File: src/common/iasq_params.svh
// Constants of the interrupt acceptance sequencer
// Contract
// - A pending request stays latched until accepted or cleared by reset or software.
// - Acceptance takes eight clocks after the current instruction completes.
// - Servicing ends when the return-from-interrupt instruction executes.
// - First acceptance step clears the master enable.
// - Accepting a non-maskable interrupt blocks all further acceptance for a while.
// - Acceptance clears the request flag of the accepted source.
// - Acceptance pushes return address and status word, three stack decrements.
// - Entry address is fetched from the vector table and loaded into the counter.
// - With master enable zero no maskable request is accepted, whatever its priority.
// - Nested requests after re-enable come only from individually enabled sources.
// - Only program counter and status word are saved by hardware.
// - The software break is an interrupt of lowest priority.
// - Break shares table call zero vector and sets the break flag.
// - Simultaneous requests of different priority: higher priority served first.
// - Ties are resolved by a fixed hardware polling order.
// - Both external inputs are edge triggered, edge chosen by register 0xf8.
// - Edges latch every machine cycle and are polled four cycles later; external flags are polled only once age_q has counted to 4.
// - An active enabled request makes the next instruction a hardware call.
// - At least twelve machine cycles from external request to first handler instruction.
// - Priorities ext0, ext1, timer0, timer1, converter, watchdog, interval, serial.
// - Disabled sources are never accepted; master enable blocks all maskable ones.
`ifndef IASQ_PARAMS_SVH
`define IASQ_PARAMS_SVH
`define IASQ_ADDR_EDGE_SEL 8'hf8
`define IASQ_ADDR_ENABLE 8'hf0
`define IASQ_ADDR_REQUEST 8'hf1
`define IASQ_ADDR_CTRL 8'hf2
`define IASQ_CTRL_IME 0
`define IASQ_CTRL_BUSY 1
`define IASQ_CTRL_BLOCK 2
`define IASQ_PSW_IME 2
`define IASQ_PSW_BRK 4
`define IASQ_EDGE_FALL 2'h1
`define IASQ_EDGE_RISE 2'h2
`define IASQ_EDGE_BOTH 2'h3
`define IASQ_ACK_CYC 8
`define IASQ_RESP_CYC 12
`define IASQ_AGE_MIN 4'h4
`define IASQ_VEC_BASE 16'hffe0
`define IASQ_VEC_TCALL0 16'hffde
`endif

File: src/common/iasq_pkg.sv
// Types of the interrupt acceptance sequencer
package iasq_pkg;
	typedef enum logic [3:0] {
		IASQ_IDLE = 4'h0,
		IASQ_ACLR = 4'h1,
		IASQ_APCH = 4'h2,
		IASQ_APCL = 4'h3,
		IASQ_APSW = 4'h4,
		IASQ_AVLO = 4'h5,
		IASQ_AVHI = 4'h6,
		IASQ_AGAP = 4'h7,
		IASQ_ALOAD = 4'h8,
		IASQ_RPSW = 4'h9,
		IASQ_RPCL = 4'ha,
		IASQ_RPCH = 4'hb,
		IASQ_RLOAD = 4'hc
	} iasq_state_e;
endpackage : iasq_pkg

File: src/design/iasq_top.sv
// Interrupt acceptance sequencer: latching, priority, stack and vector sequencing
`timescale 1ns/1ps
`include "iasq_params.svh"
module iasq_top #(
	parameter int NSRC = 8,
	parameter logic [15:0] VEC_BASE = `IASQ_VEC_BASE,
	parameter logic [15:0] VEC_TCALL0 = `IASQ_VEC_TCALL0
) (
	input wire logic clk_i,
	input wire logic rst_n_i,
	input wire logic [7:0] addr_i,
	input wire logic [7:0] wdata_i,
	input wire logic wr_i,
	input wire logic rd_i,
	output logic [7:0] rdata_o,
	input wire logic [1:0] ext_irq_pin_i,
	input wire logic [1:0] port_zero_function_select_i,
	input wire logic [5:0] periph_irq_i,
	input wire logic instr_done_i,
	input wire logic software_break_i,
	input wire logic return_from_interrupt_i,
	input wire logic enable_irq_instruction_i,
	input wire logic [15:0] pc_i,
	input wire logic [7:0] psw_i,
	output logic busy_o,
	output logic master_en_o,
	output logic stk_push_o,
	output logic stk_pop_o,
	output logic [7:0] stk_wdata_o,
	input wire logic [7:0] stk_rdata_i,
	output logic vec_rd_o,
	output logic [15:0] vec_addr_o,
	input wire logic [7:0] vec_rdata_i,
	output logic pc_load_o,
	output logic [15:0] pc_o,
	output logic psw_load_o,
	output logic [7:0] psw_o
);
	iasq_pkg::iasq_state_e state_q;
	logic [7:0] edge_sel_q;
	logic [NSRC-1:0] en_q;
	logic [NSRC-1:0] req_q;
	logic [NSRC-1:0] req_set;
	logic [NSRC-1:0] elig;
	logic [1:0] age_ok;
	logic ime_q;
	logic block_q;
	logic brk_pend_q;
	logic is_brk_q;
	logic [2:0] src_q;
	logic [2:0] pick;
	logic pick_vld;
	logic start_acc;
	logic start_ret;
	logic [15:0] ret_pc_q;
	logic [7:0] ret_psw_q;
	logic [7:0] vec_lo_q;

	function automatic logic [2:0] first_set(input logic [NSRC-1:0] v);
		logic [2:0] r;
		r = 3'h0;
		for (int i = NSRC - 1; i >= 0; i--) begin
			if (v[i]) begin
				r = 3'(i);
			end
		end
		return r;
	endfunction : first_set

	// External pins: synchroniser, edge select, response-age counter
	for (genvar g = 0; g < 2; g++) begin : g_ext
		logic s1_q;
		logic s2_q;
		logic s3_q;
		logic [3:0] age_q;
		logic [1:0] mode;
		logic hit;
		assign mode = edge_sel_q[2*g +: 2];
		assign hit = port_zero_function_select_i[g] &&
			(((mode == `IASQ_EDGE_RISE || mode == `IASQ_EDGE_BOTH) && s2_q && !s3_q) ||
			((mode == `IASQ_EDGE_FALL || mode == `IASQ_EDGE_BOTH) && !s2_q && s3_q));
		always_ff @(posedge clk_i) begin
			if (!rst_n_i) begin
				s1_q <= 1'b0;
				s2_q <= 1'b0;
				s3_q <= 1'b0;
			end else begin
				s1_q <= ext_irq_pin_i[g];
				s2_q <= s1_q;
				s3_q <= s2_q;
			end
		end
		// Hold off polling so the handler starts no sooner than the response bound
		always_ff @(posedge clk_i) begin
			if (!rst_n_i || !req_q[g]) begin
				age_q <= 4'h0;
			end else if (age_q != `IASQ_AGE_MIN) begin
				age_q <= age_q + 4'h1;
			end
		end
		assign req_set[g] = hit;
		assign age_ok[g] = (age_q == `IASQ_AGE_MIN);
	end
	assign req_set[NSRC-1:2] = periph_irq_i;

	assign elig = req_q & en_q & {{(NSRC-2){1'b1}}, age_ok} & {NSRC{ime_q}};
	assign pick = first_set(elig);
	assign pick_vld = |elig;
	assign start_acc = (state_q == iasq_pkg::IASQ_IDLE) && instr_done_i && !block_q &&
		(pick_vld || brk_pend_q);
	assign start_ret = (state_q == iasq_pkg::IASQ_IDLE) && !start_acc && return_from_interrupt_i;

	// Acceptance and return sequence
	always_ff @(posedge clk_i) begin
		if (!rst_n_i) begin
			state_q <= iasq_pkg::IASQ_IDLE;
		end else begin
			unique case (state_q)
				iasq_pkg::IASQ_IDLE: begin
					if (start_acc) begin
						state_q <= iasq_pkg::IASQ_ACLR;
					end else if (start_ret) begin
						state_q <= iasq_pkg::IASQ_RPSW;
					end
				end
				iasq_pkg::IASQ_ACLR: state_q <= iasq_pkg::IASQ_APCH;
				iasq_pkg::IASQ_APCH: state_q <= iasq_pkg::IASQ_APCL;
				iasq_pkg::IASQ_APCL: state_q <= iasq_pkg::IASQ_APSW;
				iasq_pkg::IASQ_APSW: state_q <= iasq_pkg::IASQ_AVLO;
				iasq_pkg::IASQ_AVLO: state_q <= iasq_pkg::IASQ_AVHI;
				iasq_pkg::IASQ_AVHI: state_q <= iasq_pkg::IASQ_AGAP;
				iasq_pkg::IASQ_AGAP: state_q <= iasq_pkg::IASQ_ALOAD;
				iasq_pkg::IASQ_ALOAD: state_q <= iasq_pkg::IASQ_IDLE;
				iasq_pkg::IASQ_RPSW: state_q <= iasq_pkg::IASQ_RPCL;
				iasq_pkg::IASQ_RPCL: state_q <= iasq_pkg::IASQ_RPCH;
				iasq_pkg::IASQ_RPCH: state_q <= iasq_pkg::IASQ_RLOAD;
				iasq_pkg::IASQ_RLOAD: state_q <= iasq_pkg::IASQ_IDLE;
				default: state_q <= iasq_pkg::IASQ_IDLE;
			endcase
		end
	end

	// Source capture at acceptance start
	always_ff @(posedge clk_i) begin
		if (!rst_n_i) begin
			src_q <= 3'h0;
			is_brk_q <= 1'b0;
		end else if (start_acc) begin
			src_q <= pick;
			is_brk_q <= !pick_vld;
		end
	end

	// Request flags: hardware set wins over any clear
	always_ff @(posedge clk_i) begin
		if (!rst_n_i) begin
			req_q <= '0;
		end else begin
			for (int i = 0; i < NSRC; i++) begin
				if (req_set[i]) begin
					req_q[i] <= 1'b1;
				end else if (state_q == iasq_pkg::IASQ_ACLR && !is_brk_q && src_q == 3'(i)) begin
					req_q[i] <= 1'b0;
				end else if (wr_i && addr_i == `IASQ_ADDR_REQUEST && !wdata_i[i]) begin
					req_q[i] <= 1'b0;
				end
			end
		end
	end

	always_ff @(posedge clk_i) begin
		if (!rst_n_i) begin
			brk_pend_q <= 1'b0;
		end else if (software_break_i) begin
			brk_pend_q <= 1'b1;
		end else if (start_acc && !pick_vld) begin
			brk_pend_q <= 1'b0;
		end
	end

	// Master enable
	always_ff @(posedge clk_i) begin
		if (!rst_n_i) begin
			ime_q <= 1'b0;
		end else if (state_q == iasq_pkg::IASQ_ACLR) begin
			ime_q <= 1'b0;
		end else if (state_q == iasq_pkg::IASQ_RLOAD) begin
			ime_q <= ret_psw_q[`IASQ_PSW_IME];
		end else if (enable_irq_instruction_i) begin
			ime_q <= 1'b1;
		end else if (wr_i && addr_i == `IASQ_ADDR_CTRL) begin
			ime_q <= wdata_i[`IASQ_CTRL_IME];
		end
	end

	// Non-maskable break blocks every acceptance until its return
	always_ff @(posedge clk_i) begin
		if (!rst_n_i) begin
			block_q <= 1'b0;
		end else if (state_q == iasq_pkg::IASQ_ACLR && is_brk_q) begin
			block_q <= 1'b1;
		end else if (state_q == iasq_pkg::IASQ_RLOAD) begin
			block_q <= 1'b0;
		end
	end

	// Configuration registers
	always_ff @(posedge clk_i) begin
		if (!rst_n_i) begin
			edge_sel_q <= 8'h00;
			en_q <= '0;
		end else if (wr_i) begin
			if (addr_i == `IASQ_ADDR_EDGE_SEL) begin
				edge_sel_q <= wdata_i;
			end
			if (addr_i == `IASQ_ADDR_ENABLE) begin
				en_q <= wdata_i[NSRC-1:0];
			end
		end
	end

	always_ff @(posedge clk_i) begin
		if (!rst_n_i) begin
			rdata_o <= 8'h00;
		end else if (rd_i) begin
			unique case (addr_i)
				`IASQ_ADDR_EDGE_SEL: rdata_o <= edge_sel_q;
				`IASQ_ADDR_ENABLE: rdata_o <= 8'(en_q);
				`IASQ_ADDR_REQUEST: rdata_o <= 8'(req_q);
				`IASQ_ADDR_CTRL: rdata_o <= {5'h00, block_q, busy_o, ime_q};
				default: rdata_o <= 8'h00;
			endcase
		end else begin
			rdata_o <= 8'h00;
		end
	end

	// Stack push and pop strobes; only PC and PROGRAM_STATUS_WORD are saved
	always_ff @(posedge clk_i) begin
		if (!rst_n_i) begin
			stk_push_o <= 1'b0;
			stk_wdata_o <= 8'h00;
		end else begin
			stk_push_o <= 1'b0;
			unique case (state_q)
				iasq_pkg::IASQ_APCH: begin
					stk_push_o <= 1'b1;
					stk_wdata_o <= pc_i[15:8];
				end
				iasq_pkg::IASQ_APCL: begin
					stk_push_o <= 1'b1;
					stk_wdata_o <= pc_i[7:0];
				end
				iasq_pkg::IASQ_APSW: begin
					stk_push_o <= 1'b1;
					stk_wdata_o <= {psw_i[7:5], is_brk_q, psw_i[3], 1'b1, psw_i[1:0]};
				end
				default: stk_wdata_o <= stk_wdata_o;
			endcase
		end
	end

	always_ff @(posedge clk_i) begin
		if (!rst_n_i) begin
			stk_pop_o <= 1'b0;
		end else begin
			stk_pop_o <= start_ret || state_q == iasq_pkg::IASQ_RPSW ||
				state_q == iasq_pkg::IASQ_RPCL;
		end
	end

	// Pop data arrive the cycle after each pop strobe
	always_ff @(posedge clk_i) begin
		if (!rst_n_i) begin
			ret_psw_q <= 8'h00;
			ret_pc_q <= 16'h0000;
		end else begin
			if (state_q == iasq_pkg::IASQ_RPCL) begin
				ret_psw_q <= stk_rdata_i;
			end
			if (state_q == iasq_pkg::IASQ_RPCH) begin
				ret_pc_q[7:0] <= stk_rdata_i;
			end
			if (state_q == iasq_pkg::IASQ_RLOAD) begin
				ret_pc_q[15:8] <= stk_rdata_i;
			end
		end
	end

	// Vector fetch
	always_ff @(posedge clk_i) begin
		if (!rst_n_i) begin
			vec_rd_o <= 1'b0;
			vec_addr_o <= 16'h0000;
			vec_lo_q <= 8'h00;
		end else begin
			vec_rd_o <= state_q == iasq_pkg::IASQ_APSW || state_q == iasq_pkg::IASQ_AVLO;
			if (state_q == iasq_pkg::IASQ_APSW) begin
				vec_addr_o <= is_brk_q ? VEC_TCALL0 : VEC_BASE + {12'h000, src_q, 1'b0};
			end else if (state_q == iasq_pkg::IASQ_AVLO) begin
				vec_addr_o <= vec_addr_o + 16'h0001;
			end
			if (state_q == iasq_pkg::IASQ_AVHI) begin
				vec_lo_q <= vec_rdata_i;
			end
		end
	end

	// Program counter and status word loads
	always_ff @(posedge clk_i) begin
		if (!rst_n_i) begin
			pc_load_o <= 1'b0;
			pc_o <= 16'h0000;
			psw_load_o <= 1'b0;
			psw_o <= 8'h00;
		end else begin
			pc_load_o <= 1'b0;
			psw_load_o <= 1'b0;
			if (state_q == iasq_pkg::IASQ_AGAP) begin
				pc_o <= {vec_rdata_i, vec_lo_q};
			end else if (state_q == iasq_pkg::IASQ_ALOAD) begin
				pc_load_o <= 1'b1;
				psw_load_o <= 1'b1;
				psw_o <= {psw_i[7:5], is_brk_q, psw_i[3], 1'b0, psw_i[1:0]};
			end else if (state_q == iasq_pkg::IASQ_RLOAD) begin
				pc_load_o <= 1'b1;
				psw_load_o <= 1'b1;
				pc_o <= {stk_rdata_i, ret_pc_q[7:0]};
				psw_o <= ret_psw_q;
			end
		end
	end

	always_ff @(posedge clk_i) begin
		if (!rst_n_i) begin
			busy_o <= 1'b0;
			master_en_o <= 1'b0;
		end else begin
			busy_o <= start_acc || start_ret ||
				(state_q != iasq_pkg::IASQ_IDLE && state_q != iasq_pkg::IASQ_ALOAD &&
				state_q != iasq_pkg::IASQ_RLOAD);
			master_en_o <= ime_q;
		end
	end
endmodule : iasq_top

File: config.mk
export PLATFORM = sky130hd
export DESIGN_NAME = iasq_top
export DESIGN_NICKNAME = d
export VERILOG_FILES = /design/src/common/iasq_pkg.sv /design/src/design/iasq_top.sv
export VERILOG_INCLUDE_DIRS = /design/src /design/src/common
export SDC_FILE = /design/constraint.sdc
export NUM_CORES = 1
export LEC_CHECK = 0
export BUFFER_PORTS_ARGS = -buffer_cell sky130_fd_sc_hd__clkbuf_2
export CAP_MARGIN = 10
export CORE_MARGIN = 2
export CORE_UTILIZATION = 60
export CTS_BUF_LIST = sky130_fd_sc_hd__clkbuf_8
export CTS_CLUSTER_SIZE = 8
export DETAILED_ROUTE_END_ITERATION = 12
export GPL_TIMING_DRIVEN = 0
export HOLD_SLACK_MARGIN = 0.12
export PLACE_DENSITY = 0.85
export SYNTH_ARGS = -nofsm -noshare
export SYNTH_HDL_FRONTEND = slang
export SYNTH_SLANG_ARGS = --single-unit
File: constraint.sdc
create_clock -name clk_i -period 3.6 [get_ports clk_i]
set_input_delay 0.18 -clock clk_i [delete_from_list [all_inputs] [get_ports clk_i]]
set_output_delay 0.18 -clock clk_i [all_outputs]
set_load 0.03 [all_outputs]
==> flow_metrics.env <==
export IMPL_grt_first_pass_wirelength_um=29030
export IMPL_numCtsBuffers=17
export IMPL_rsz0062_at_grt="false"
export IMPL_grt_max_degree=17
export IMPL_syn_avg_cell_area_um2=8.782
export IMPL_m1WireLength_um=7231
export IMPL_io_buffers=131
export IMPL_dr_pass1_iters=7
export IMPL_seq_area_frac_synth_pct=44.79
export IMPL_path_cells="buf_2 > nor4b_2 > clkbuf_1 > a22oi_1 > a31oi_1 > dlygate4sd3_1"
export IMPL_worstMarginPinSlew_ns=0.9251
export IMPL_critPathLaunchType="register"
export IMPL_wl_met3_um=1115
export IMPL_viasPerCell=5.795
export IMPL_antenna_found_initial=0
export IMPL_fin_crit_ns=2.722
export IMPL_ys_ff_latch=135
export IMPL_netlist_area_um2=6033
export IMPL_r2r_cells=6
export IMPL_grt_overflow=0
export IMPL_arrival_ns=3.11
export IMPL_max_freq_mhz=367.3
export IMPL_grt_pass1_vias=5994
export IMPL_crit_cells=6
export IMPL_num_vias=6004
export IMPL_cts_resized=0
export IMPL_setup_viol=0
export IMPL_dp_cells=951
export IMPL_run_status="finished, final reports clean"
export IMPL_crit_start="state_q[0]$_SDFFE_PN0P_"
export IMPL_drc_errors=0
export IMPL_finClkSkew_ns=0.01247
export IMPL_worst_setup_path_type="register to register"
export IMPL_hold_path_startpoint="pc_i[12]"
export IMPL_postSynthCellCount=687
export IMPL_synthTopCellsByCount="135 x dfxtp_1, 117 x nor2_1, 69 x mux2i_1"
export IMPL_tns_ns=0
export IMPL_hold_viol_final=0
export IMPL_die_w_um=104.3
export IMPL_cellPowerDensity_nw_per_um2=499.7
export IMPL_maxUsedRoutingLayer="met4"
export IMPL_fin_nets=969
export IMPL_gp_congestion=0.9144
export IMPL_synthFlopType="dfxtp_1"
export IMPL_yosysMostFrequentCell="dfxtp_1"
export IMPL_std_cell_rows=36
export IMPL_gr_usage_all_layers_pct=33.14
export IMPL_r2r_start="state_q[0]$_SDFFE_PN0P_"
export IMPL_cts_buffer_depth=2
export IMPL_initial_core_util_pct=61.73
export IMPL_num_io_pins=137
export IMPL_wl_per_cell_um=17.37
export IMPL_cp_required_ns=3.98
export IMPL_clk_latency_ns=0.45
export IMPL_finalMaxSlewViolations=0
export IMPL_htreeDepth=4
export IMPL_syn_num_nets=766
export IMPL_synthArstFlopShare_pct=0
export IMPL_min_path_type="input port to register"
export IMPL_synth_edff_count=0
export IMPL_yosys_warnings=0
export IMPL_cts_reportedPaths_clkPinSlew_ns=0.08
export IMPL_p_leak_uw=0.003069
export IMPL_diodes=0
export IMPL_cts_tree="built"
export IMPL_relSlewSlack_pct=37.99
export IMPL_wl_met2_um=9260
export IMPL_yosys_area_top_type_share_pct=44.79
export IMPL_ys_types=60
export IMPL_cp_num_buf_inv=3
export IMPL_yosys_area_top_type="dfxtp_1"
export IMPL_cp_end_kind="register"
export IMPL_fp_dieH_um=104.3
export IMPL_max_cap_violations=0
export IMPL_cts_sinks=135
export IMPL_slowest_delay_ns=0.69
export IMPL_area_growth_pct=28.60
export IMPL_drt_wl_total_um=17990
export IMPL_crit_fanout=10
export IMPL_holdPathStages=4
export IMPL_clockRootBuffer="clkbuf_8"
export IMPL_finalCritPeriodShare_pct=75.62
export IMPL_layout_cells_non_filler=1036
export IMPL_irDropWorstVdd_mv=0.3595
export IMPL_ant_nets=0
export IMPL_layout_drive_gt1_share_pct=20.93
export IMPL_core_area_um2=9774
export IMPL_die_area_um2=10870
export IMPL_drt_iter0_markers=454
export IMPL_hpwl_um=12180
export IMPL_cpMaxStageDelayCell="nor4b_2"
export IMPL_cp_top_family="buffers and inverters"
export IMPL_nFillCells=655
export IMPL_yosys_top_cells_area="dfxtp_1 45%, mux2i_1 11%, nor2_1 7.3%, a21oi_1 4.6%, a211oi_1 3.2%"
-- routing by layer --
| metal | GRT usage, % | up-vias |
|---|---|---|
| met3 | 5.576 | 37 |
| met4 | 13.71 | 0 |
| met2 | 59.80 | 290 |
| li1 | - | 2840 |
| met1 | 38.70 | 2837 |
| met5 | 0 | - |
-- path summary, 6_finish.rpt --
kind	to	slack, ns
worst max-delay path	stk_wdata_o[7]$_SDFFE_PN0P_	0.88
worst min-delay path	stk_wdata_o[4]$_SDFFE_PN0P_	0.14
worst max register to register	stk_wdata_o[7]$_SDFFE_PN0P_	0.88
worst min register to register	g_ext[0].s2_q$_SDFF_PN0_	0.46
-- sequential cells by signal, indices dropped and copies added (netlist names), 2 cells and up --
name / cells
ret_psw_q: 8
req_q: 8
g_ext.s3_q: 2
en_q: 8
psw_o: 8
stk_wdata_o: 8
g_ext.s1_q: 2
state_q: 4
ret_pc_q: 8
g_ext.s2_q: 2
src_q: 3
rdata_o: 8
pc_o: 16
g_ext.age_q: 8
vec_addr_o: 16
vec_lo_q: 8
edge_sel_q: 8
-- cells by family after synthesis --
logic type	synth area share (%)
compound gates	15.39
xor+xnor	1.742
fa+ha+maj	1.037
buf+inv	3.898
flops	44.79
mux	11.63
simple gates	21.51
-- worst min-delay path: stages --
cell,delay (ns)
clkbuf_2,0.08
a22o_1,0.11
mux2i_1,0.06
a21oi_1,0.11
-- report_power, final --
part	leakage (uW)	switching, uW	internal, uW	total [uW]
Combinational	0.00180	635	369	1000
Sequential	0.00109	77.8	1600	1680
Clock	0.000174	627	565	1190
-- stage by stage --
step                hold slack, ns  power (uW)  util (%)  worst slack, ns  instance area [um2]
finish                      0.1404        3877     79.38           0.8776                 7759
detailed placement          0.3929        2640     70.14            1.232                 6855
floorplan                   0.3038        2361         -            1.684                 6033
CTS                         0.1314        3861     79.38           0.9638                 7759
global route                0.1627        4020     79.38           0.7948                 7759
global placement            0.3859        2613     70.14            1.314                 6855
-- layout by cell type, fill, tap and decap left out, types with 5 or more instances in the layout --
master / count
a211oi_1: 26
a21oi_1: 55
a22o_1: 7
a22oi_1: 7
a31oi_1: 7
and2_1: 10
buf_2: 7
clkbuf_1: 26
clkbuf_2: 132
clkbuf_8: 18
clkinvlp_4: 6
dfxtp_1: 135
dlygate4sd3_1: 53
ha_1: 5
inv_1: 12
mux2i_1: 69
nand2_1: 52
nand2b_1: 8
nand3_1: 19
nand3b_1: 6
nand4_1: 7
nor2_1: 117
nor2b_1: 6
nor3_1: 14
nor4_1: 5
o21ai_0: 20
xnor2_1: 5
xor2_1: 7
-- layout make-up --
type / instances / area [um2] / share of cell area [%]
clock buffer: 18 / 247.7 / 3.193
sequential: 135 / 2703 / 34.83
buffer: 41 / 186.4 / 2.403
inverter: 13 / 48.80 / 0.6289
tap: 133 / 166.4 / 2.145
clock inverter: 14 / 125.1 / 1.613
multi-input combinational: 498 / 3095 / 39.90
timing repair buffer: 184 / 1186 / 15.29
-- what timing repair did --
action | CTS | global route
endpoints found under the hold margin | 73 | 0
buffers inserted | 0 | 0
hold buffers | 53 | 0
Power figures use the tool's default switching activity.
